<file path="src/shared/rx_ctrl_pkg.sv">
package rx_ctrl_pkg;

	// ------------------------------------------------------------
	// register offsets (7-bit serial address)
	// ------------------------------------------------------------
	localparam logic [6:0] ADDR_CLOCK_CONFIG = 7'h04;
	localparam logic [6:0] ADDR_FILTER_ADC = 7'h07;
	localparam logic [6:0] ADDR_CUTOFF_TARGET = 7'h08;
	localparam logic [6:0] ADDR_ADC_BIAS = 7'h13;
	localparam logic [6:0] ADDR_CAL_CONTROL = 7'h15;

	// ------------------------------------------------------------
	// field positions and reset values
	// ------------------------------------------------------------
	localparam int ADC_CLK_PLL_BIT = 4;
	localparam int FILTER_EN_BIT = 0;
	localparam int ADC_LOW_POWER_BIT = 4;
	localparam int BIAS_MSB = 2;
	localparam int OFS_START_BIT = 0;
	localparam logic [7:0] CLOCK_CONFIG_RST = 8'h00;
	localparam logic [7:0] FILTER_ADC_RST = 8'h01;
	localparam logic [7:0] CUTOFF_TARGET_RST = 8'h80;
	localparam logic [7:0] ADC_BIAS_RST = 8'h00;

	// ------------------------------------------------------------
	// gain mapping
	// ------------------------------------------------------------
	localparam logic [5:0] GAIN_MAX_IDX = 6'h3C;
	localparam logic [2:0] ALT_MAX_CODE = 3'h6;
	localparam logic [5:0] ALT_STEP_DB = 6'h08;
	localparam logic [5:0] COARSE_STEP_DB = 6'h06;
	localparam logic [3:0] COARSE_MAX_IDX = 4'h9;
	localparam logic [2:0] FIRST_STAGE_MAX = 3'h4;
	localparam logic [2:0] SECOND_STAGE_MAX = 3'h5;
	localparam logic [2:0] FINE_MAX = 3'h6;

	// ------------------------------------------------------------
	// offset servo, converter, serial port
	// ------------------------------------------------------------
	localparam int OFFSET_TOL_LSB = 32;
	localparam logic [3:0] OFS_SETTLE_SAMPLES = 4'h4;
	localparam int ADC_BITS = 12;
	localparam int BUS_PIPE_STAGES = 10;
	localparam logic [3:0] SPI_LAST_BIT = 4'hF;
	localparam logic [3:0] SPI_ADDR_DONE_BIT = 4'h7;

	// ------------------------------------------------------------
	// timing
	// ------------------------------------------------------------
	localparam int CLK_PERIOD_PS = 8000;
	localparam int CUTOFF_CAL_TIME_US = 100;
	localparam int CUTOFF_CAL_CYCLES = (CUTOFF_CAL_TIME_US * 1000000) / CLK_PERIOD_PS;

	// ------------------------------------------------------------
	// types
	// ------------------------------------------------------------
	typedef struct packed {
		logic [2:0] first_stage;
		logic [2:0] second_stage;
		logic [2:0] fine;
	} gain_set_t;

	typedef enum logic [1:0] {OFS_IDLE, OFS_SETTLE, OFS_MEASURE} offset_state_t;

endpackage

</file>
<file path="src/rtl/rx_path_gain_filter_adc_control.sv">
// Behaviour
// - six-bit gain code selects -12 dB to +48 dB in 1 dB steps.
// - alternative three-bit mapping covers -12 dB to +36 dB in 8 dB steps.
// - coarse section is two cascaded stages in 6 dB steps; first stage fills before second moves.
// - fine stage adds 0 dB to 6 dB in 1 dB steps.
// - a lookup table splits the overall gain into per-stage settings.
// - offset cancellation runs after reset and again on a serial request.
// - during cancellation first stage input shorted, all stages forced to high gain.
// - servo steps calibration DAC until offset lies within plus or minus 32 LSB.
// - every cutoff target write starts a filter calibration lasting 100 us.
// - filter enable bit 0 of control register resets active; clearing bypasses filter.
// - bit 4 of control register selects reduced-current converter mode.
// - bits 2 to 0 of bias register select converter bias setting.
// - converter powers down in half-duplex while the receive path is unused.
// - half-duplex bus shows a sample 10.0 converter clocks after input.
// - full-duplex bus shows a sample's high half 10.0 converter clocks after input, low half once the bus accepts the high half.
// - twelve-bit samples pass through 10 delay stages, one stage per valid sample while the buffer has room.
// - bit 4 of clock register selects PLL-derived converter clock, else reference.
module rx_path_gain_filter_adc_control
	import rx_ctrl_pkg::*;
#(
	parameter int CAL_CYCLES = CUTOFF_CAL_CYCLES,
	parameter int PIPE_STAGES = BUS_PIPE_STAGES
)
(
	input wire logic clock,
	input wire logic resetn,
	input wire logic ce,
	input wire logic spi_clk,
	input wire logic spi_cs_n,
	input wire logic spi_din,
	output logic spi_dout,
	output logic spi_dout_oe,
	input wire logic [5:0] gain_code,
	input wire logic gain_map_alt,
	input wire logic duplex_full,
	input wire logic rx_unused,
	input wire logic adc_valid,
	input wire logic [ADC_BITS-1:0] adc_sample,
	output gain_set_t receive_gain_amp,
	output logic input_short,
	output logic [7:0] offset_dac,
	output logic filter_bypass,
	output logic [7:0] cutoff_target,
	output logic cutoff_cal_start,
	output logic cutoff_cal_busy,
	output logic adc_low_power,
	output logic [2:0] adc_bias,
	output logic adc_clk_from_pll,
	output logic adc_power_down,
	output logic [ADC_BITS-1:0] converter_data_bus,
	output logic bus_valid,
	output logic bus_second_nibble,
	input wire logic bus_ready
);

	// ------------------------------------------------------------
	// pin synchronisers
	// ------------------------------------------------------------
	logic [10:0] pin_meta_q;
	logic [10:0] pin_q;
	logic spi_clk_prev_q;

	always_ff @(posedge clock or negedge resetn)
	begin
		if (!resetn)
		begin
			pin_meta_q <= 11'h000;
			pin_q <= 11'h000;
			spi_clk_prev_q <= 1'b0;
		end
		else if (ce)
		begin
			pin_meta_q <= {gain_code, gain_map_alt, duplex_full, rx_unused,
				spi_clk, spi_din};
			pin_q <= pin_meta_q;
			spi_clk_prev_q <= pin_q[1];
		end
	end

	// bit 1 carries the serial clock; chip select is sampled separately below
	logic spi_cs_meta_q;
	logic spi_cs_q;

	always_ff @(posedge clock or negedge resetn)
	begin
		if (!resetn)
		begin
			spi_cs_meta_q <= 1'b1;
			spi_cs_q <= 1'b1;
		end
		else if (ce)
		begin
			spi_cs_meta_q <= spi_cs_n;
			spi_cs_q <= spi_cs_meta_q;
		end
	end

	logic [5:0] gain_code_s;
	logic gain_alt_s;
	logic duplex_full_s;
	logic rx_unused_s;
	logic spi_clk_s;
	logic spi_din_s;
	logic spi_rise;
	logic spi_fall;

	assign gain_code_s = pin_q[10:5];
	assign gain_alt_s = pin_q[4];
	assign duplex_full_s = pin_q[3];
	assign rx_unused_s = pin_q[2];
	assign spi_clk_s = pin_q[1];
	assign spi_din_s = pin_q[0];
	assign spi_rise = spi_clk_s && !spi_clk_prev_q && !spi_cs_q;
	assign spi_fall = !spi_clk_s && spi_clk_prev_q && !spi_cs_q;

	// ------------------------------------------------------------
	// serial port: read flag, 7-bit address, 8-bit data, msb first
	// ------------------------------------------------------------
	logic [3:0] bit_cnt_q;
	logic [14:0] shift_in_q;
	logic [7:0] shift_out_q;
	logic read_active_q;
	logic wr_stb_q;
	logic [6:0] wr_addr_q;
	logic [7:0] wr_data_q;
	logic [7:0] clock_config_q;
	logic [7:0] filter_adc_q;
	logic [7:0] adc_bias_q;
	logic ofs_busy;
	logic [7:0] read_data;
	logic [6:0] rd_addr;

	assign rd_addr = {shift_in_q[5:0], spi_din_s};

	always_comb
	begin
		case (rd_addr)
			ADDR_CLOCK_CONFIG: read_data = clock_config_q;
			ADDR_FILTER_ADC: read_data = filter_adc_q;
			ADDR_CUTOFF_TARGET: read_data = cutoff_target;
			ADDR_ADC_BIAS: read_data = adc_bias_q;
			ADDR_CAL_CONTROL: read_data = {6'h00, cutoff_cal_busy, ofs_busy};
			default: read_data = 8'h00;
		endcase
	end

	always_ff @(posedge clock or negedge resetn)
	begin
		if (!resetn)
		begin
			bit_cnt_q <= 4'h0;
			shift_in_q <= 15'h0000;
			shift_out_q <= 8'h00;
			read_active_q <= 1'b0;
			wr_stb_q <= 1'b0;
			wr_addr_q <= 7'h00;
			wr_data_q <= 8'h00;
			spi_dout <= 1'b0;
			spi_dout_oe <= 1'b0;
		end
		else if (ce)
		begin
			wr_stb_q <= 1'b0;
			if (spi_cs_q)
			begin
				bit_cnt_q <= 4'h0;
				read_active_q <= 1'b0;
				spi_dout_oe <= 1'b0;
			end
			else if (spi_rise)
			begin
				shift_in_q <= {shift_in_q[13:0], spi_din_s};
				bit_cnt_q <= 4'(bit_cnt_q + 4'h1);
				if (bit_cnt_q == SPI_ADDR_DONE_BIT && shift_in_q[6])
				begin
					read_active_q <= 1'b1;
					shift_out_q <= read_data;
				end
				if (bit_cnt_q == SPI_LAST_BIT && !shift_in_q[14])
				begin
					wr_stb_q <= 1'b1;
					wr_addr_q <= shift_in_q[13:7];
					wr_data_q <= {shift_in_q[6:0], spi_din_s};
				end
			end
			else if (spi_fall && read_active_q)
			begin
				spi_dout <= shift_out_q[7];
				spi_dout_oe <= 1'b1;
				shift_out_q <= {shift_out_q[6:0], 1'b0};
			end
		end
	end

	// ------------------------------------------------------------
	// control registers
	// ------------------------------------------------------------
	logic cutoff_write;
	logic ofs_request;

	assign cutoff_write = wr_stb_q && (wr_addr_q == ADDR_CUTOFF_TARGET);
	assign ofs_request = wr_stb_q && (wr_addr_q == ADDR_CAL_CONTROL) && wr_data_q[OFS_START_BIT];

	always_ff @(posedge clock or negedge resetn)
	begin
		if (!resetn)
		begin
			clock_config_q <= CLOCK_CONFIG_RST;
			filter_adc_q <= FILTER_ADC_RST;
			cutoff_target <= CUTOFF_TARGET_RST;
			adc_bias_q <= ADC_BIAS_RST;
		end
		else if (ce && wr_stb_q)
		begin
			case (wr_addr_q)
				ADDR_CLOCK_CONFIG: clock_config_q <= wr_data_q;
				ADDR_FILTER_ADC: filter_adc_q <= wr_data_q;
				ADDR_CUTOFF_TARGET: cutoff_target <= wr_data_q;
				ADDR_ADC_BIAS: adc_bias_q <= wr_data_q;
				default: clock_config_q <= clock_config_q;
			endcase
		end
	end

	// analog controls follow their register bits; power-down follows the duplex and unused pins
	always_ff @(posedge clock or negedge resetn)
	begin
		if (!resetn)
		begin
			filter_bypass <= ~FILTER_ADC_RST[FILTER_EN_BIT];
			adc_low_power <= FILTER_ADC_RST[ADC_LOW_POWER_BIT];
			adc_bias <= ADC_BIAS_RST[BIAS_MSB:0];
			adc_clk_from_pll <= CLOCK_CONFIG_RST[ADC_CLK_PLL_BIT];
			adc_power_down <= 1'b0;
		end
		else if (ce)
		begin
			filter_bypass <= ~filter_adc_q[FILTER_EN_BIT];
			adc_low_power <= filter_adc_q[ADC_LOW_POWER_BIT];
			adc_bias <= adc_bias_q[BIAS_MSB:0];
			adc_clk_from_pll <= clock_config_q[ADC_CLK_PLL_BIT];
			adc_power_down <= !duplex_full_s && rx_unused_s;
		end
	end

	// ------------------------------------------------------------
	// cutoff calibration timer
	// ------------------------------------------------------------
	logic [15:0] cal_cnt_q;

	// a rewrite while busy restarts the timer, so a drift recalibration is never skipped
	always_ff @(posedge clock or negedge resetn)
	begin
		if (!resetn)
		begin
			cal_cnt_q <= 16'h0000;
			cutoff_cal_start <= 1'b0;
			cutoff_cal_busy <= 1'b0;
		end
		else if (ce)
		begin
			cutoff_cal_start <= cutoff_write;
			if (cutoff_write)
			begin
				cal_cnt_q <= 16'(CAL_CYCLES - 1);
				cutoff_cal_busy <= 1'b1;
			end
			else if (cal_cnt_q != 16'h0000)
			begin
				cal_cnt_q <= 16'(cal_cnt_q - 16'h0001);
			end
			else
			begin
				cutoff_cal_busy <= 1'b0;
			end
		end
	end

	// ------------------------------------------------------------
	// gain lookup table
	// ------------------------------------------------------------
	function automatic gain_set_t gain_lookup_table(input logic [5:0] code, input logic alt);
		logic [5:0] idx;
		logic [3:0] coarse;
		gain_set_t g;
		if (alt)
		begin
			idx = 6'((code[2:0] > ALT_MAX_CODE ? ALT_MAX_CODE : code[2:0]) * ALT_STEP_DB);
		end
		else
		begin
			idx = (code > GAIN_MAX_IDX) ? GAIN_MAX_IDX : code;
		end
		coarse = 4'(idx / COARSE_STEP_DB);
		if (coarse > COARSE_MAX_IDX)
		begin
			coarse = COARSE_MAX_IDX;
		end
		g.first_stage = (coarse > 4'(FIRST_STAGE_MAX)) ? FIRST_STAGE_MAX : coarse[2:0];
		g.second_stage = 3'(coarse - 4'(g.first_stage));
		g.fine = 3'(idx - 6'(coarse * COARSE_STEP_DB));
		return g;
	endfunction

	always_ff @(posedge clock or negedge resetn)
	begin
		if (!resetn)
		begin
			receive_gain_amp <= '0;
		end
		else if (ce)
		begin
			if (ofs_busy)
			begin
				receive_gain_amp <= {FIRST_STAGE_MAX, SECOND_STAGE_MAX, FINE_MAX};
			end
			else
			begin
				// one register for all stages so no mixed gain is ever seen
				receive_gain_amp <= gain_lookup_table(gain_code_s, gain_alt_s);
			end
		end
	end

	// ------------------------------------------------------------
	// offset cancellation servo
	// ------------------------------------------------------------
	offset_state_t ofs_state_q;
	logic ofs_pending_q;
	logic [3:0] settle_q;
	logic signed [ADC_BITS-1:0] sample_s;

	assign ofs_busy = (ofs_state_q != OFS_IDLE);
	assign sample_s = adc_sample;

	always_ff @(posedge clock or negedge resetn)
	begin
		if (!resetn)
		begin
			ofs_state_q <= OFS_IDLE;
			ofs_pending_q <= 1'b1;
			settle_q <= 4'h0;
			offset_dac <= 8'h00;
			input_short <= 1'b0;
		end
		else if (ce)
		begin
			// request during a run is held and served afterwards
			if (ofs_request)
			begin
				ofs_pending_q <= 1'b1;
			end
			case (ofs_state_q)
				OFS_IDLE:
				begin
					input_short <= 1'b0;
					if (ofs_pending_q && !ofs_request)
					begin
						ofs_pending_q <= 1'b0;
						ofs_state_q <= OFS_SETTLE;
						input_short <= 1'b1;
						settle_q <= OFS_SETTLE_SAMPLES;
					end
				end
				OFS_SETTLE:
				begin
					if (adc_valid)
					begin
						settle_q <= 4'(settle_q - 4'h1);
						if (settle_q == 4'h1)
						begin
							ofs_state_q <= OFS_MEASURE;
						end
					end
				end
				OFS_MEASURE:
				begin
					if (adc_valid)
					begin
						// one dac step per decision, then re-settle; a pinned dac ends the run
						if (sample_s > 12'(OFFSET_TOL_LSB) && offset_dac != 8'h80)
						begin
							offset_dac <= 8'(offset_dac - 8'h01);
							ofs_state_q <= OFS_SETTLE;
							settle_q <= OFS_SETTLE_SAMPLES;
						end
						else if (sample_s < -12'(OFFSET_TOL_LSB) && offset_dac != 8'h7F)
						begin
							offset_dac <= 8'(offset_dac + 8'h01);
							ofs_state_q <= OFS_SETTLE;
							settle_q <= OFS_SETTLE_SAMPLES;
						end
						else
						begin
							ofs_state_q <= OFS_IDLE;
							input_short <= 1'b0;
						end
					end
				end
				default: ofs_state_q <= OFS_IDLE;
			endcase
		end
	end

	// ------------------------------------------------------------
	// converter pipeline and output bus
	// ------------------------------------------------------------
	logic [ADC_BITS-1:0] pipe_q [PIPE_STAGES];
	logic [PIPE_STAGES-1:0] pipe_v_q;
	logic buf_in_ready;
	logic buf_out_valid;
	logic buf_out_ready;
	logic [ADC_BITS-1:0] buf_out_data;
	logic advance;
	logic capture;
	logic nibble_pend_q;
	logic [5:0] low_nibble_q;

	assign capture = !ofs_busy && !adc_power_down;
	// a full buffer freezes the whole pipeline so no stored word is overwritten
	assign advance = adc_valid && buf_in_ready;

	always_ff @(posedge clock or negedge resetn)
	begin
		if (!resetn)
		begin
			pipe_v_q <= '0;
		end
		else if (ce && advance)
		begin
			pipe_v_q <= {pipe_v_q[PIPE_STAGES-2:0], capture};
		end
	end

	always_ff @(posedge clock)
	begin
		if (ce && advance)
		begin
			pipe_q[0] <= adc_sample;
			for (int i = 1; i < PIPE_STAGES; i++)
			begin
				pipe_q[i] <= pipe_q[i-1];
			end
		end
	end

	two_entry_buffer #(.WIDTH(ADC_BITS)) u_buffer (
		.clock(clock),
		.resetn(resetn),
		.ce(ce),
		.in_valid(advance && pipe_v_q[PIPE_STAGES-1]),
		.in_ready(buf_in_ready),
		.in_data(pipe_q[PIPE_STAGES-1]),
		.out_valid(buf_out_valid),
		.out_ready(buf_out_ready),
		.out_data(buf_out_data)
	);

	assign buf_out_ready = (!bus_valid || bus_ready) && !nibble_pend_q;

	always_ff @(posedge clock or negedge resetn)
	begin
		if (!resetn)
		begin
			converter_data_bus <= '0;
			bus_valid <= 1'b0;
			bus_second_nibble <= 1'b0;
			nibble_pend_q <= 1'b0;
			low_nibble_q <= 6'h00;
		end
		else if (ce && (!bus_valid || bus_ready))
		begin
			if (nibble_pend_q)
			begin
				converter_data_bus <= {6'h00, low_nibble_q};
				bus_valid <= 1'b1;
				bus_second_nibble <= 1'b1;
				nibble_pend_q <= 1'b0;
			end
			else if (buf_out_valid && duplex_full_s)
			begin
				// full duplex splits each word; the low half follows once the bus accepts the high half
				converter_data_bus <= {6'h00, buf_out_data[11:6]};
				low_nibble_q <= buf_out_data[5:0];
				bus_valid <= 1'b1;
				bus_second_nibble <= 1'b0;
				nibble_pend_q <= 1'b1;
			end
			else
			begin
				converter_data_bus <= buf_out_data;
				bus_valid <= buf_out_valid;
				bus_second_nibble <= 1'b0;
			end
		end
	end

endmodule

</file>
<file path="src/rtl/two_entry_buffer.sv">
module two_entry_buffer
	import rx_ctrl_pkg::*;
#(
	parameter int WIDTH = ADC_BITS
)
(
	input wire logic clock,
	input wire logic resetn,
	input wire logic ce,
	input wire logic in_valid,
	output logic in_ready,
	input wire logic [WIDTH-1:0] in_data,
	output logic out_valid,
	input wire logic out_ready,
	output logic [WIDTH-1:0] out_data
);

	logic [WIDTH-1:0] mem_q [2];
	logic wr_ptr_q;
	logic rd_ptr_q;
	logic [1:0] count_q;
	logic push;
	logic pop;

	assign in_ready = (count_q != 2'h2);
	assign out_valid = (count_q != 2'h0);
	assign out_data = mem_q[rd_ptr_q];
	assign push = in_valid && in_ready && ce;
	assign pop = out_valid && out_ready && ce;

	always_ff @(posedge clock)
	begin
		if (push)
		begin
			mem_q[wr_ptr_q] <= in_data;
		end
	end

	always_ff @(posedge clock or negedge resetn)
	begin
		if (!resetn)
		begin
			wr_ptr_q <= 1'b0;
			rd_ptr_q <= 1'b0;
			count_q <= 2'h0;
		end
		else
		begin
			if (push)
			begin
				wr_ptr_q <= ~wr_ptr_q;
			end
			if (pop)
			begin
				rd_ptr_q <= ~rd_ptr_q;
			end
			count_q <= 2'(count_q + {1'b0, push} - {1'b0, pop});
		end
	end

endmodule

</file>
<file path="config.mk">
export PLATFORM = sky130hd
export DESIGN_NAME = rx_path_gain_filter_adc_control
export DESIGN_NICKNAME = d
export VERILOG_FILES = /design/src/shared/rx_ctrl_pkg.sv /design/src/rtl/rx_path_gain_filter_adc_control.sv /design/src/rtl/two_entry_buffer.sv
export SDC_FILE = /design/constraint.sdc
export NUM_CORES = 1
export LEC_CHECK = 0
export BUFFER_PORTS_ARGS = -buffer_cell sky130_fd_sc_hd__buf_4
export CAP_MARGIN = 20
export CORE_MARGIN = 2
export CORE_UTILIZATION = 42
export CTS_CLUSTER_SIZE = 40
export DETAILED_ROUTE_END_ITERATION = 10
export GPL_TIMING_DRIVEN = 0
export SLEW_MARGIN = 20
export SYNTH_ARGS = -nofsm -noshare
export SYNTH_HDL_FRONTEND = slang
export SYNTH_SLANG_ARGS = --single-unit
</file>
<file path="constraint.sdc">
create_clock -name clock -period 13.7 [get_ports clock]
set_input_delay 2.055 -clock clock [delete_from_list [all_inputs] [get_ports clock]]
set_output_delay 2.055 -clock clock [all_outputs]
set_load 0.005 [all_outputs]
</file>
### After elaboration in Yosys (flattened, before gate mapping)

Memories as Yosys holds them, arrays and structs flattened.
Cells that the tools add are included.

| word-level totals | value |
|---|---|
| bits in registers | 188 |
| memory bits (writable) | 144 |
| input bits | 29 |
| output and inout bits | 51 |
| logic and storage cells | 226 |
| memories | 2 |

Memories:

| name | depth | bits a word | rd ports | clocked after Yosys merged registers in | wr ports | RTL line | RTL |
|---|---|---|---|---|---|---|---|
| pipe_q | 10 | 12 | 10 | 0 | 10 | rx_path_gain_filter_adc_control.sv:409 | `logic [ADC_BITS-1:0] pipe_q [PIPE_STAGES];` |
| u_buffer.mem_q | 2 | 12 | 1 | 0 | 1 | two_entry_buffer.sv:18 | `logic [WIDTH-1:0] mem_q [2];` |

| operators by class | value |
|---|---|
| add/subtract/negate cells | 9 |
| multiply operators | 1 |
| div/mod/pow operators | 1 |
| magnitude comparators | 6 |
| eq/ne operators | 28 |
| multiplexer cells | 63 |
| bitwise operators | 6 |
| reductions and logical operators | 67 |

Operator list:

| cell | number |
|---|---|
| $mux 4 | 10 |
| $mux 8 | 5 |
| $pmux 8 s5 | 1 |
| $mux 16 | 2 |
| $mux 1 | 29 |
| $eq 7x3->1 const B | 4 |
| $eq 7x5->1 const B | 4 |
| $logic_and 1x1->1 | 26 |
| $mux 12 | 2 |
| $mux 6 | 4 |
| $ne 2x2->1 const B | 9 |
| $reduce_bool 2->1 | 9 |
| $reduce_and 4->1 | 4 |
| $reduce_bool 16->1 | 1 |
| $sub 16x1->16 const B | 1 |
| $eq 7x4->1 const B | 2 |
| $reduce_and 2->1 | 7 |
| $gt 12x7->1 const B | 1 |
| $lt 12x6->1 const B | 1 |
| $pmux 4 s3 | 1 |
| $reduce_and 3->1 | 4 |
| $logic_not 1->1 | 10 |
| $reduce_and 5->1 | 2 |
| $mux 9 | 1 |
| 31 further kinds | 41 |

### Logic depth before layout (Yosys ltp)

Gate-level depths: netlist of run 1.

| depth | value |
|---|---|
| depth after elaboration | 14 |
| gate-level depth with buffers | 11 |
| depth with buffers taken out | 11 |

### By module

Synthesis of run 1 repeated with hierarchy kept, for this count alone.

| unflattened totals | value |
|---|---|
| cell total of the unflattened synthesis | 906 |
| area, all modules | 13147.6 sq um |

Modules (own cells, without submodules):

| module | times used | cells each | area each (sq um) | seq. area each (sq um) |
|---|---|---|---|---|
| rx_path_gain_filter_adc_control | 1 | 851 | 12080.3 | 8214.1 |
| two_entry_buffer | 1 | 55 | 1067.3 | 820.8 |

### Worst setup path before layout of run 1

Ideal clock, no wire load.

| path | value |
|---|---|
| path kind | input to register |
| start point | in ce |
| end point | mem u_buffer.mem_q[0][0] (netlist name), enable pin |
| library setup time | 0.381 ns |
| arrival | 7.396 ns |
| required time | 13.319 ns |
| path slack | 5.924 ns |
| cell stages on the path | 6 |
| buffers on the path | 2 |
| cells stage by stage | buf_2 > nand2_1 > a21oi_1 > clkbuf_1 > nand2_1 > nor2_1 |

| on the way | value |
|---|---|
| word-level cells in the longest chain between the ends | 3 |

RTL lines:

| element | RTL line | RTL |
|---|---|---|
| from (decl) | rx_path_gain_filter_adc_control.sv:28 | `input wire logic ce,` |
| $logic_and 1x1->1 | two_entry_buffer.sv:28 | `assign push = in_valid && in_ready && ce;` |
| $mux 1 | two_entry_buffer.sv:33 | `if (push)` |
| $mux 1 (implied by the code) | two_entry_buffer.sv:35 | `mem_q[wr_ptr_q] <= in_data;` |
| to (decl) | two_entry_buffer.sv:18 |  |

No other way between the ends.

### Worst setup path in the final report of run 1

| path | value |
|---|---|
| start point | in ce |
| end point | mem u_buffer.mem_q[0][6] (netlist name), enable pin |

Same word-level chain as after synthesis.

==> results of run 1 <==
==> power by group through the flow <==
| stage | sequential (mW) | clock, mW | combinational [mW] |
|---|---|---|---|
| after floorplan | 1.32 | 0 | 0.365 |
| after global placement | 1.35 | 0 | 0.512 |
| after detailed placement | 1.34 | 0 | 0.529 |
| after CTS | 1.32 | 1.03 | 0.532 |
| after global routing | 1.35 | 1.07 | 0.593 |
| final | 1.32 | 0.998 | 0.525 |
==> per-layer routing <==
layer | vias to the layer above | share of wire, % | global-route usage [%]
li1 | 3817 | - | -
met1 | 3860 | 49 | 22.5
met5 | - | 0 | 0
met4 | 0 | 1.8 | 4.19
met2 | 150 | 44 | 23.6
met3 | 34 | 5.0 | 3.49
==> cell usage after synthesis, types with 6 or more instances <==
| cell | number | share of area [%] |
|---|---|---|
| dfrtp_1 | 183 | 34 |
| edfxtp_1 | 144 | 32 |
| nand2_1 | 132 | 3.7 |
| mux2_2 | 80 | 6.7 |
| nor2_1 | 54 | 1.5 |
| o21ai_0 | 40 | 1.5 |
| clkbuf_1 | 31 | 0.87 |
| inv_1 | 31 | 0.87 |
| a21oi_1 | 24 | 0.90 |
| mux2i_1 | 21 | 1.6 |
| nor3_1 | 20 | 0.75 |
| xnor2_1 | 20 | 1.3 |
| ha_1 | 14 | 1.3 |
| and3_1 | 9 | 0.42 |
| o21ai_1 | 9 | 0.34 |
| xor2_1 | 9 | 0.59 |
| a31oi_1 | 8 | 0.38 |
| nand4_1 | 8 | 0.38 |
| a32oi_1 | 7 | 0.46 |
| a21o_1 | 6 | 0.34 |
| a221o_1 | 6 | 0.45 |
| buf_2 | 6 | 0.23 |
| mux4_2 | 6 | 1.0 |
| nor2b_1 | 6 | 0.28 |
| nor3b_1 | 6 | 0.34 |
| o31ai_1 | 6 | 0.34 |
==> kinds of logic (layout without fill, tap and decap cells) <==
logic type | Yosys count | after routing | share of synthesized area (%)
AOI/OAI and AO/OA | 148 | 148 | 7.45
xor gates and xnor gates | 29 | 29 | 1.90
adders and majority gates | 16 | 16 | 1.54
buffers and inverters | 73 | 223 | 2.17
DFF | 332 | 332 | 67.7
muxes | 107 | 107 | 9.34
other | 0 | 1 | 0
and+or+nand+nor | 277 | 277 | 9.91
==> state kept, by name (all words and copies together), names as in the netlist, 6 cells and up <==
register            flops
cutoff_target           8
converter_data_bus     12
pin_meta_q             11
cal_cnt_q              16
low_nibble_q            6
wr_addr_q               7
pipe_v_q               10
wr_data_q               8
filter_adc_q            8
pin_q                  11
offset_dac              8
pipe_q                120
adc_bias_q              8
shift_out_q             8
receive_gain_amp        9
clock_config_q          8
u_buffer.mem_q         24
shift_in_q             15
==> worst max-delay path, stage by stage <==
cell,delay (ps)
buf_4,120
buf_2,290
nand2_1,230
a21oi_1,430
clkbuf_4,510
nand2_1,170
nor2_1,760
==> area by class of cell <==
type	count	area, um^2
antenna	1	2.50
buffer	41	173
clock buffer	52	1060
clock inverter	15	190
fill	2735	15600
inverter	32	120
multi-input combinational	577	4020
sequential	332	9030
tap	402	503
timing repair buffer	83	703
==> cell usage in the layout, fill, tap and decap left out, types with 6 or more instances in the layout <==
| master | Yosys | layout |
|---|---|---|
| clkbuf_16 | 0 | 37 |
| mux4_2 | 6 | 6 |
| ha_1 | 14 | 14 |
| xor2_1 | 9 | 9 |
| a21oi_1 | 24 | 24 |
| edfxtp_1 | 144 | 144 |
| nand2_1 | 132 | 132 |
| nor3_1 | 20 | 20 |
| clkinv_2 | 0 | 6 |
| nor3b_1 | 6 | 6 |
| xnor2_1 | 20 | 20 |
| o21ai_0 | 40 | 40 |
| mux2_2 | 80 | 80 |
| a221o_1 | 6 | 6 |
| o21ai_1 | 9 | 9 |
| and3_1 | 9 | 9 |
| nor2b_1 | 6 | 6 |
| nor2_1 | 54 | 54 |
| nand4_1 | 8 | 8 |
| a31oi_1 | 8 | 8 |
| inv_1 | 31 | 31 |
| dfrtp_1 | 183 | 183 |
| clkbuf_8 | 0 | 8 |
| a32oi_1 | 7 | 7 |
| buf_2 | 6 | 6 |
| clkbuf_1 | 31 | 37 |
| o31ai_1 | 6 | 6 |
| buf_4 | 0 | 78 |
| mux2i_1 | 21 | 21 |
| a21o_1 | 6 | 6 |
==> worst max path at each step <==
| stage | slack [ps] | startpoint | endpoint |
|---|---|---|---|
| 2_1_floorplan | 5920 | ce | u_buffer.mem_q[0][0]$_DFFE_PP_ |
| 3_5_place_dp | 8690 | ce | u_buffer.mem_q[0][9]$_DFFE_PP_ |
| 6_report | 9230 | ce | u_buffer.mem_q[0][6]$_DFFE_PP_ |
| 5_1_grt | 9000 | ce | u_buffer.mem_q[0][4]$_DFFE_PP_ |
| 3_3_place_gp | 3850 | ce | u_buffer.mem_q[0][9]$_DFFE_PP_ |
| 4_1_cts | 9220 | ce | u_buffer.mem_q[0][0]$_DFFE_PP_ |
==> through the flow <==
step / power, mW / hold slack, ps / worst slack, ps / utilization (%)
floorplan: 1.69 / 400 / 5920 / -
global placement: 1.86 / 400 / 3850 / 46.0
detailed placement: 1.87 / 405 / 8690 / 46.4
CTS: 2.88 / 416 / 9220 / 50.4
global route: 3.01 / 422 / 9000 / 50.4
finish: 2.85 / 414 / 9230 / 50.4
==> flow_metrics.tcl, run 1 <==
set metrics [dict create \
    cts_buffer_depth 3 \
    drt_first_pass_iters 7 \
    synth_warnings 0 \
    start_util_pct 42.5 \
    dpl_cell_area_mm2 0.0146 \
    cp.required_ps 13830 \
    grt_pass1_vias 7829 \
    peakVddDrop_v 0.0000757 \
    fmax_ghz 0.224 \
    final_cells 1535 \
    rsz0062_at_grt "false" \
    min_period_ps 4470 \
    antenna_found_initial 0 \
    synth.distinct_cells 72 \
    cts.sinks 332 \
    clkTransAtPathRegs_ps 60 \
    status "completed" \
    overflow 0 \
    rrSetupSlack_ps 10510 \
    grt_pass1_wl_um 41500 \
    place_inst 1467 \
    wl_per_cell_um 16.2 \
    post-route-period-util_pct 32.6 \
    reg2reg_to "offset_dac[7]$_DFFE_PN0P_" \
    via_per_inst 5.12 \
    drive_gt1_share_pct 22.8 \
    h-tree-depth 2 \
    rows 65 \
    timing.rr.start "offset_dac[7]$_DFFE_PN0P_" \
    hold_path_end "pipe_q[4][6]$_DFFE_PP_" \
    internal_power_mw 2.08 \
    p_seq_share_pct 46.5 \
    syn_to_final_growth_pct 18.5 \
    endpoint_kind "register" \
    die_w_um 182 \
    hp-class "reg2reg" \
    cts_resized 0 \
    grt_max_degree 98 \
    min_path_cells 0 \
    syn_area_mm2 0.0133 \
    r2r_cells 10 \
    totalWireLength_um 24900 \
    io_pins 80 \
    tightest_slew_ps 989 \
    nets 1148 \
    ys.flop_type "dfrtp_1" \
    drv_cap 0 \
    vias 7861 \
    syn-num-nets 1026 \
    fin_skew_ps 14.3 \
    gp_congestion 0.821 \
    coreArea_mm2 0.0314 \
    pwr-share-clk_pct 35.1 \
    startpoint_type "primary input" \
    cts_tree "done" \
    yosysSeqAreaShare_pct 67.7 \
    postCtsHoldBufs 0 \
    hold_start "pipe_q[3][6]$_DFFE_PP_" \
    setup_tns_ps 0 \
    dieArea_mm2 0.0332 \
    power.density_cell_area_mw_per_mm2 180 \
    power.leakage_nw 6.61 \
    clk_latency_ps 510 \
    drc 0 \
    ant_nets 0 \
    ys_async_sr_fraction_pct 56.6 \
    drtIter0Drc 403 \
    setup_violations 0 \
    finalHoldViolCount 0 \
    power_frac_comb_pct 18.5 \
    p_sw_share_pct 27.0 \
    synth-seq-cells 332 \
    track_usage_pct 15.5 \
    cts-root-buf "clkbuf_16" \
    switchingPower_mw 0.768 \
    synth.avg_cell_area_um2 13.6 \
    placement.io_buffers 79 \
    dp.final_hpwl_um 16500 \
    slew_headroom_pct 33.8 \
    syn_inst 982 \
    post_cts_buffers 0 \
    cp.arrival_ps 4590 \
    synth_edf_count 144 \
    dieHeight_um 182 \
    drv_slew 0 \
    design_area_mm2 0.0158 \
    crit_fanout 28 \
    worstSetupPathType "in2reg" \
    cts_made_buffers 37 \
]
No activity file was read; power rests on OpenSTA's default activity.
==> inputs of run 2 (changes only) <==
Settings changed: ABC_AREA set to 1.
Clock period 13.7 ns to 3.6 ns, I/O delays scaled along.
==> run 2 against run 1 <==
Area after synthesis is 0.88% lower; flip-flop and latch count is the same; utilization rose by 0.092 points.
==> flow_metrics.tcl, run 2 <==
set metrics [dict create \
    status "completed" \
    synth_warnings 0 \
    synth_top_area_share_pct 34.6 \
    finalHoldViolCount 0 \
    min_path_cells 1 \
    cts-root-buf "clkbuf_16" \
    io_pins 80 \
    cp.required_ps 4050 \
    vias 8507 \
    clk_latency_ps 530 \
    tightest_slew_ps 1030 \
    post_cts_buffers 0 \
    timing.rr.start "offset_dac[0]$_DFFE_PN0P_" \
    cts_made_buffers 35 \
    die_w_um 181 \
    power.density_cell_area_mw_per_mm2 686 \
    postCtsHoldBufs 1 \
    grt_max_degree 89 \
    dpl_cell_area_mm2 0.0144 \
    setup_violations 0 \
    start_util_pct 42.9 \
    grt_pass1_vias 8345 \
    fin_ws_ps 1090 \
    slew_headroom_pct 31.3 \
    rows 64 \
    drc 0 \
    startpoint_type "register" \
    power.leakage_nw 6.64 \
    min_period_ps 2510 \
    p_total_mw 10.7 \
    dieArea_mm2 0.0329 \
    ys.flop_type "dfrtp_1" \
    hold_start "adc_sample[3]" \
    cts_tree "done" \
    place_ws_ps 778 \
    synth.avg_cell_area_um2 11.1 \
    dp.final_hpwl_um 16800 \
    wl_per_cell_um 14.4 \
    drv_slew 0 \
    yosysSeqAreaShare_pct 68.3 \
    ant_nets 0 \
    gp_congestion 0.820 \
    placement.io_buffers 79 \
    synthTopCellsByArea "dfrtp_1 35%, edfxtp_1 33%, nand2_1 9.4%" \
    via_per_inst 4.90 \
    yosysMostFrequentCell "nand2_1" \
    clkTransAtPathRegs_ps 60 \
    antenna_found_initial 1 \
    rsz0062_at_grt "false" \
    crit_path_start "offset_dac[0]$_DFFE_PN0P_" \
    synth-seq-cells 332 \
    cp.arrival_ps 2960 \
    reg_top3 "pipe_q: 120 flops, u_buffer.mem_q: 24 flops, cal_cnt_q: 16 flops" \
    post-route-period-util_pct 69.8 \
    drv_cap 0 \
    fill_cells 2744 \
    fin_skew_ps 17.1 \
    rrSetupSlack_ps 1090 \
    dieHeight_um 181 \
    largest_reg_flops 120 \
    endpoint_kind "register" \
    syn_area_mm2 0.0132 \
    r2r_cells 14 \
    syn_to_final_growth_pct 17.6 \
    nets 1359 \
    final_cell_mix "331 x nand2_1, 183 x dfrtp_1, 144 x edfxtp_1" \
    cts_resized 0 \
    antenna_cells 0 \
    ys_async_sr_fraction_pct 56.6 \
    crit_fanout 7 \
    layout_commonest_cell "nand2_1" \
    synth.distinct_cells 51 \
    drtIter0Drc 521 \
    synth_largest_area_cell "dfrtp_1" \
    overflow 0 \
    syn-num-nets 1239 \
    h-tree-depth 2 \
    worstSetupPathType "reg2reg" \
    grt_pass1_wl_um 41900 \
    cts.sinks 332 \
    holdWs_ps 197 \
    hp-class "in2reg" \
    regMostFlops "pipe_q" \
    cts_buffer_depth 3 \
    synth_edf_count 144 \
    synthTopCellsByCount "331 x nand2_1, 183 x dfrtp_1, 144 x edfxtp_1" \
    track_usage_pct 15.6 \
    setup_tns_ps 0 \
    drt_first_pass_iters 5 \
    peakVddDrop_v 0.000393 \
    coreArea_mm2 0.0308 \
    fmax_ghz 0.398 \
    drive_gt1_share_pct 14.4 \
    syn_inst 1195 \
    totalWireLength_um 25000 \
    design_area_mm2 0.0156 \
]
## run 2: changes by cell type after synthesis, moves of 13 or more
cell and change:
inv_1 +65, nand2_1 +199, nand3_1 +21, o21ai_1 +20
o21ai_0 +68, clkbuf_1 -13, inv_2 +13, mux2_2 -78
## run 2: worst paths after layout
kind | to
max in group asynchronous | ofs_pending_q$_DFFE_PN1P_
worst min-delay path | pipe_q[0][3]$_DFFE_PP_
worst max register to register | offset_dac[6]$_DFFE_PN0P_
worst max-delay path | offset_dac[6]$_DFFE_PN0P_
worst min register to register | pipe_q[6][2]$_DFFE_PP_
min in group asynchronous | receive_gain_amp[6]$_DFFE_PN0P_
## run 2: final cells by class
| class | instances | area, um^2 | area share, % |
|---|---|---|---|
| well taps | 396 | 495 | 3.19 |
| inverters | 111 | 417 | 2.68 |
| flip-flops and latches | 332 | 9030 | 58.1 |
| multi-input cells | 722 | 3640 | 23.4 |
| repair buffers | 83 | 693 | 4.46 |
| clock inverters | 15 | 161 | 1.04 |
| plain buffers | 30 | 146 | 0.941 |
| clock buffers | 47 | 971 | 6.24 |
## run 2: per-stage QoR
stage	util [%]	std cells
2_1_floorplan	-	1195
3_3_place_gp	46.4	1670
3_5_place_dp	46.8	1673
4_1_cts	50.5	1736
5_1_grt	50.5	1736
6_report	50.5	1736
## run 2: kinds of logic (layout without fill, tap and decap cells)
kind of cell	count (synthesis)	after routing	share of synthesized area (%)
AOI/OAI and AO/OA	196	196	8.26
adders and majority gates	15	15	1.48
and+or+nand+nor	475	475	15.2
DFF	332	332	68.3
muxes	14	14	1.08
buffers and inverters	141	286	4.21
xor gates and xnor gates	22	22	1.46
## run 2: layer usage
layer  up-vias  part of all wire (%)  GRT usage, %
li1       4247                     -             -
met1      4054                    49          22.2
met2       162                    44          24.1
met3        44                   4.4          2.93
met4         0                   2.5          5.24
met5         -                     0             0
## run 2: where the power goes
group,internal [mW],switching [mW]
combinational,0.879,1.22
sequential,4.67,0.402
clock,2.05,1.45
## run 2: critical path, cell delays in order (launching register included)
cell and delay (ps):
dfrtp_1 440, inv_1 130, nand4_1 90, nor2_1 90
nor2_1 40, nand2_1 170, inv_1 180, ha_1 390
nand2_1 60, o21ai_0 270, a21oi_1 120, o21bai_1 160
xor2_1 160, nand2_1 60, o21ai_0 60
==> inputs of run 3 (changes only) <==
Settings changed: ABC_AREA 1 to 0.
Clock period 3.6 ns to 2.4 ns, I/O delays scaled along.
==> run 3 against run 2 <==
The flow now finishes with violations (setup timing); combinational power up 56%; sequential share of layout area down 1.8 points; clock power up 61%; final cell count down 11%; utilization up 0.70 points; non-clock buffer count up 19; register-to-register slack worse by 1100 ps; largest power group unchanged; highest routed layer unchanged.
==> flow_metrics.tcl, run 3 (synthesis results as in run 1) <==
set metrics [dict create \
    h-tree-depth 2 \
    dp.final_hpwl_um 16600 \
    p_sw_share_pct 27.3 \
    gp_congestion 0.823 \
    grt_pass1_wl_um 41700 \
    cts_made_buffers 36 \
    rsz0062_at_grt "true" \
    via_per_inst 5.17 \
    clkTransAtPathRegs_ps 60 \
    totalWireLength_um 25300 \
    syn_to_final_growth_pct 20.3 \
    grt_pass1_vias 8112 \
    holdWs_ps 36.3 \
    die_w_um 182 \
    power.leakage_nw 6.68 \
    drc 0 \
    regMostFlops "pipe_q" \
    start_util_pct 42.5 \
    rows 65 \
    overflow 0 \
    violations "setup timing" \
    fill_cells 2704 \
    cts_tree "done" \
    coreArea_mm2 0.0314 \
    power_frac_comb_pct 19.9 \
    cts_buffer_depth 3 \
    cp.required_ps 2800 \
    regArea_mm2 0.00905 \
    drive_gt1_share_pct 26.9 \
    internal_power_mw 12.0 \
    status "finished, violations left" \
    antenna_found_initial 1 \
    dpl_cell_area_mm2 0.0146 \
    design_area_mm2 0.0161 \
    cts-root-buf "clkbuf_16" \
    tightest_slew_ps 1010 \
    p_seq_share_pct 45.9 \
    switchingPower_mw 4.50 \
    wl_per_cell_um 16.4 \
    startpoint_type "register" \
    final_cell_mix "174 x dfrtp_1, 144 x edfxtp_1, 132 x nand2_1" \
    cp.arrival_ps 2850 \
    place_ws_ps -738 \
    drtIter0Drc 348 \
    post-route-util_pct 51.2 \
    peakVddDrop_v 0.000580 \
    pwr-share-clk_pct 34.2 \
    power.density_cell_area_mw_per_mm2 1020 \
    p_total_mw 16.5 \
    fmax_ghz 0.409 \
    antenna_cells 0 \
    ant_nets 0 \
    drv_cap 0 \
    cts.sinks 332 \
    layout_commonest_cell "dfrtp_1" \
    largest_reg_flops 120 \
    place_inst 1465 \
    track_usage_pct 15.6 \
    drt_first_pass_iters 4 \
    final_cells 1541 \
    crit_fanout 7 \
    setup_tns_ps -85.3 \
    fin_ws_ps -47.4 \
    nets 1155 \
    hp-class "in2reg" \
    fin_skew_ps 21.2 \
    reg_top3 "pipe_q: 120 flops, u_buffer.mem_q: 24 flops, cal_cnt_q: 16 flops" \
    finalHoldViolCount 0 \
    slew_headroom_pct 32.8 \
    post-route-period-util_pct 102 \
    worstSetupPathType "reg2reg" \
    clk_latency_ps 520 \
    multi_input_area_mm2 0.00419 \
    io_pins 80 \
    vias 7972 \
    drv_slew 0 \
    dieHeight_um 182 \
    grt_max_degree 97 \
    endpoint_kind "register" \
    dieArea_mm2 0.0332 \
    placement.io_buffers 79 \
    min_period_ps 2450 \
    setup_violations 2 \
]
[run 3: changes by cell type in the layout (fill, tap and decap cells not counted), sizes merged, moves of 8 or more]
cell,before,now
clkbuf,65,78
nand2,335,132
nand3,27,5
mux2,2,80
nand4,18,8
xnor2,11,20
or4,0,8
o21ai,138,50
and3,0,9
buf,94,104
nor2,67,55
mux2i,12,21
inv,111,33
[run 3: cell type report]
type                            instances  area share (%)
Timing Repair Buffer                   95            4.81
Clock inverter                         15            1.04
Sequential cell                       332            56.3
Tap cell                              402            3.13
Buffer                                 37            1.11
Multi-Input combinational cell        577            26.1
Inverter                               32           0.748
Clock buffer                           51            6.72
[run 3: power groups by stage]
stage,logic [mW],registers [mW],clock network (mW)
5_1_grt,3.67,7.68,6.01
3_5_place_dp,3.09,7.67,0
2_1_floorplan,2.15,7.51,0
3_3_place_gp,3.00,7.63,0
4_1_cts,3.24,7.55,5.82
6_report,3.27,7.55,5.63
[run 3: path summary, 6_finish.rpt]
check                                            end  cells after the start                       from  slack (ps)
min reg2reg                   pipe_q[8][6]$_DFFE_PP_                      0     pipe_q[7][6]$_DFFE_PP_         410
min in group asynchronous       pin_q[5]$_DFFE_PN0P_                      3                     resetn         470
max                        offset_dac[7]$_DFFE_PN0P_                     11  offset_dac[7]$_DFFE_PN0P_         -50
max reg2reg                offset_dac[7]$_DFFE_PN0P_                     11  offset_dac[7]$_DFFE_PN0P_         -50
min                           pipe_q[0][2]$_DFFE_PP_                      1              adc_sample[2]          40
max in group asynchronous  offset_dac[6]$_DFFE_PN0P_                      4                     resetn        1090
[run 3: per-layer routing]
metal | up-vias | track usage, % | wire [um]
met1 | 3956 | 21.6 | 12000
li1 | 3822 | - | -
met2 | 151 | 24.7 | 11600
met5 | - | 0 | 0
met4 | 0 | 4.90 | 530
met3 | 43 | 3.23 | 1200
[run 3: repair_timing]
item | in CTS | in global routing
hold buffers | 1 | 0
setup buffers | 9 | 3
endpoints found under the hold margin | 95 | 0
endpoints found under the setup margin | 32 | 49
cloned | 1 | 0
pin swaps | 6 | 3
resized for setup | 13 | 22
[run 3: worst max-delay path: stages, from the launching register on]
cell and delay [ps]:
dfrtp_1 380, nor4b_4 130, a41o_1 250, a21oi_4 320, buf_6 160, ha_4 200
nand3_1 70, o211ai_1 130, o41ai_2 320, xor2_1 170, nor2_1 60, xor2_1 140
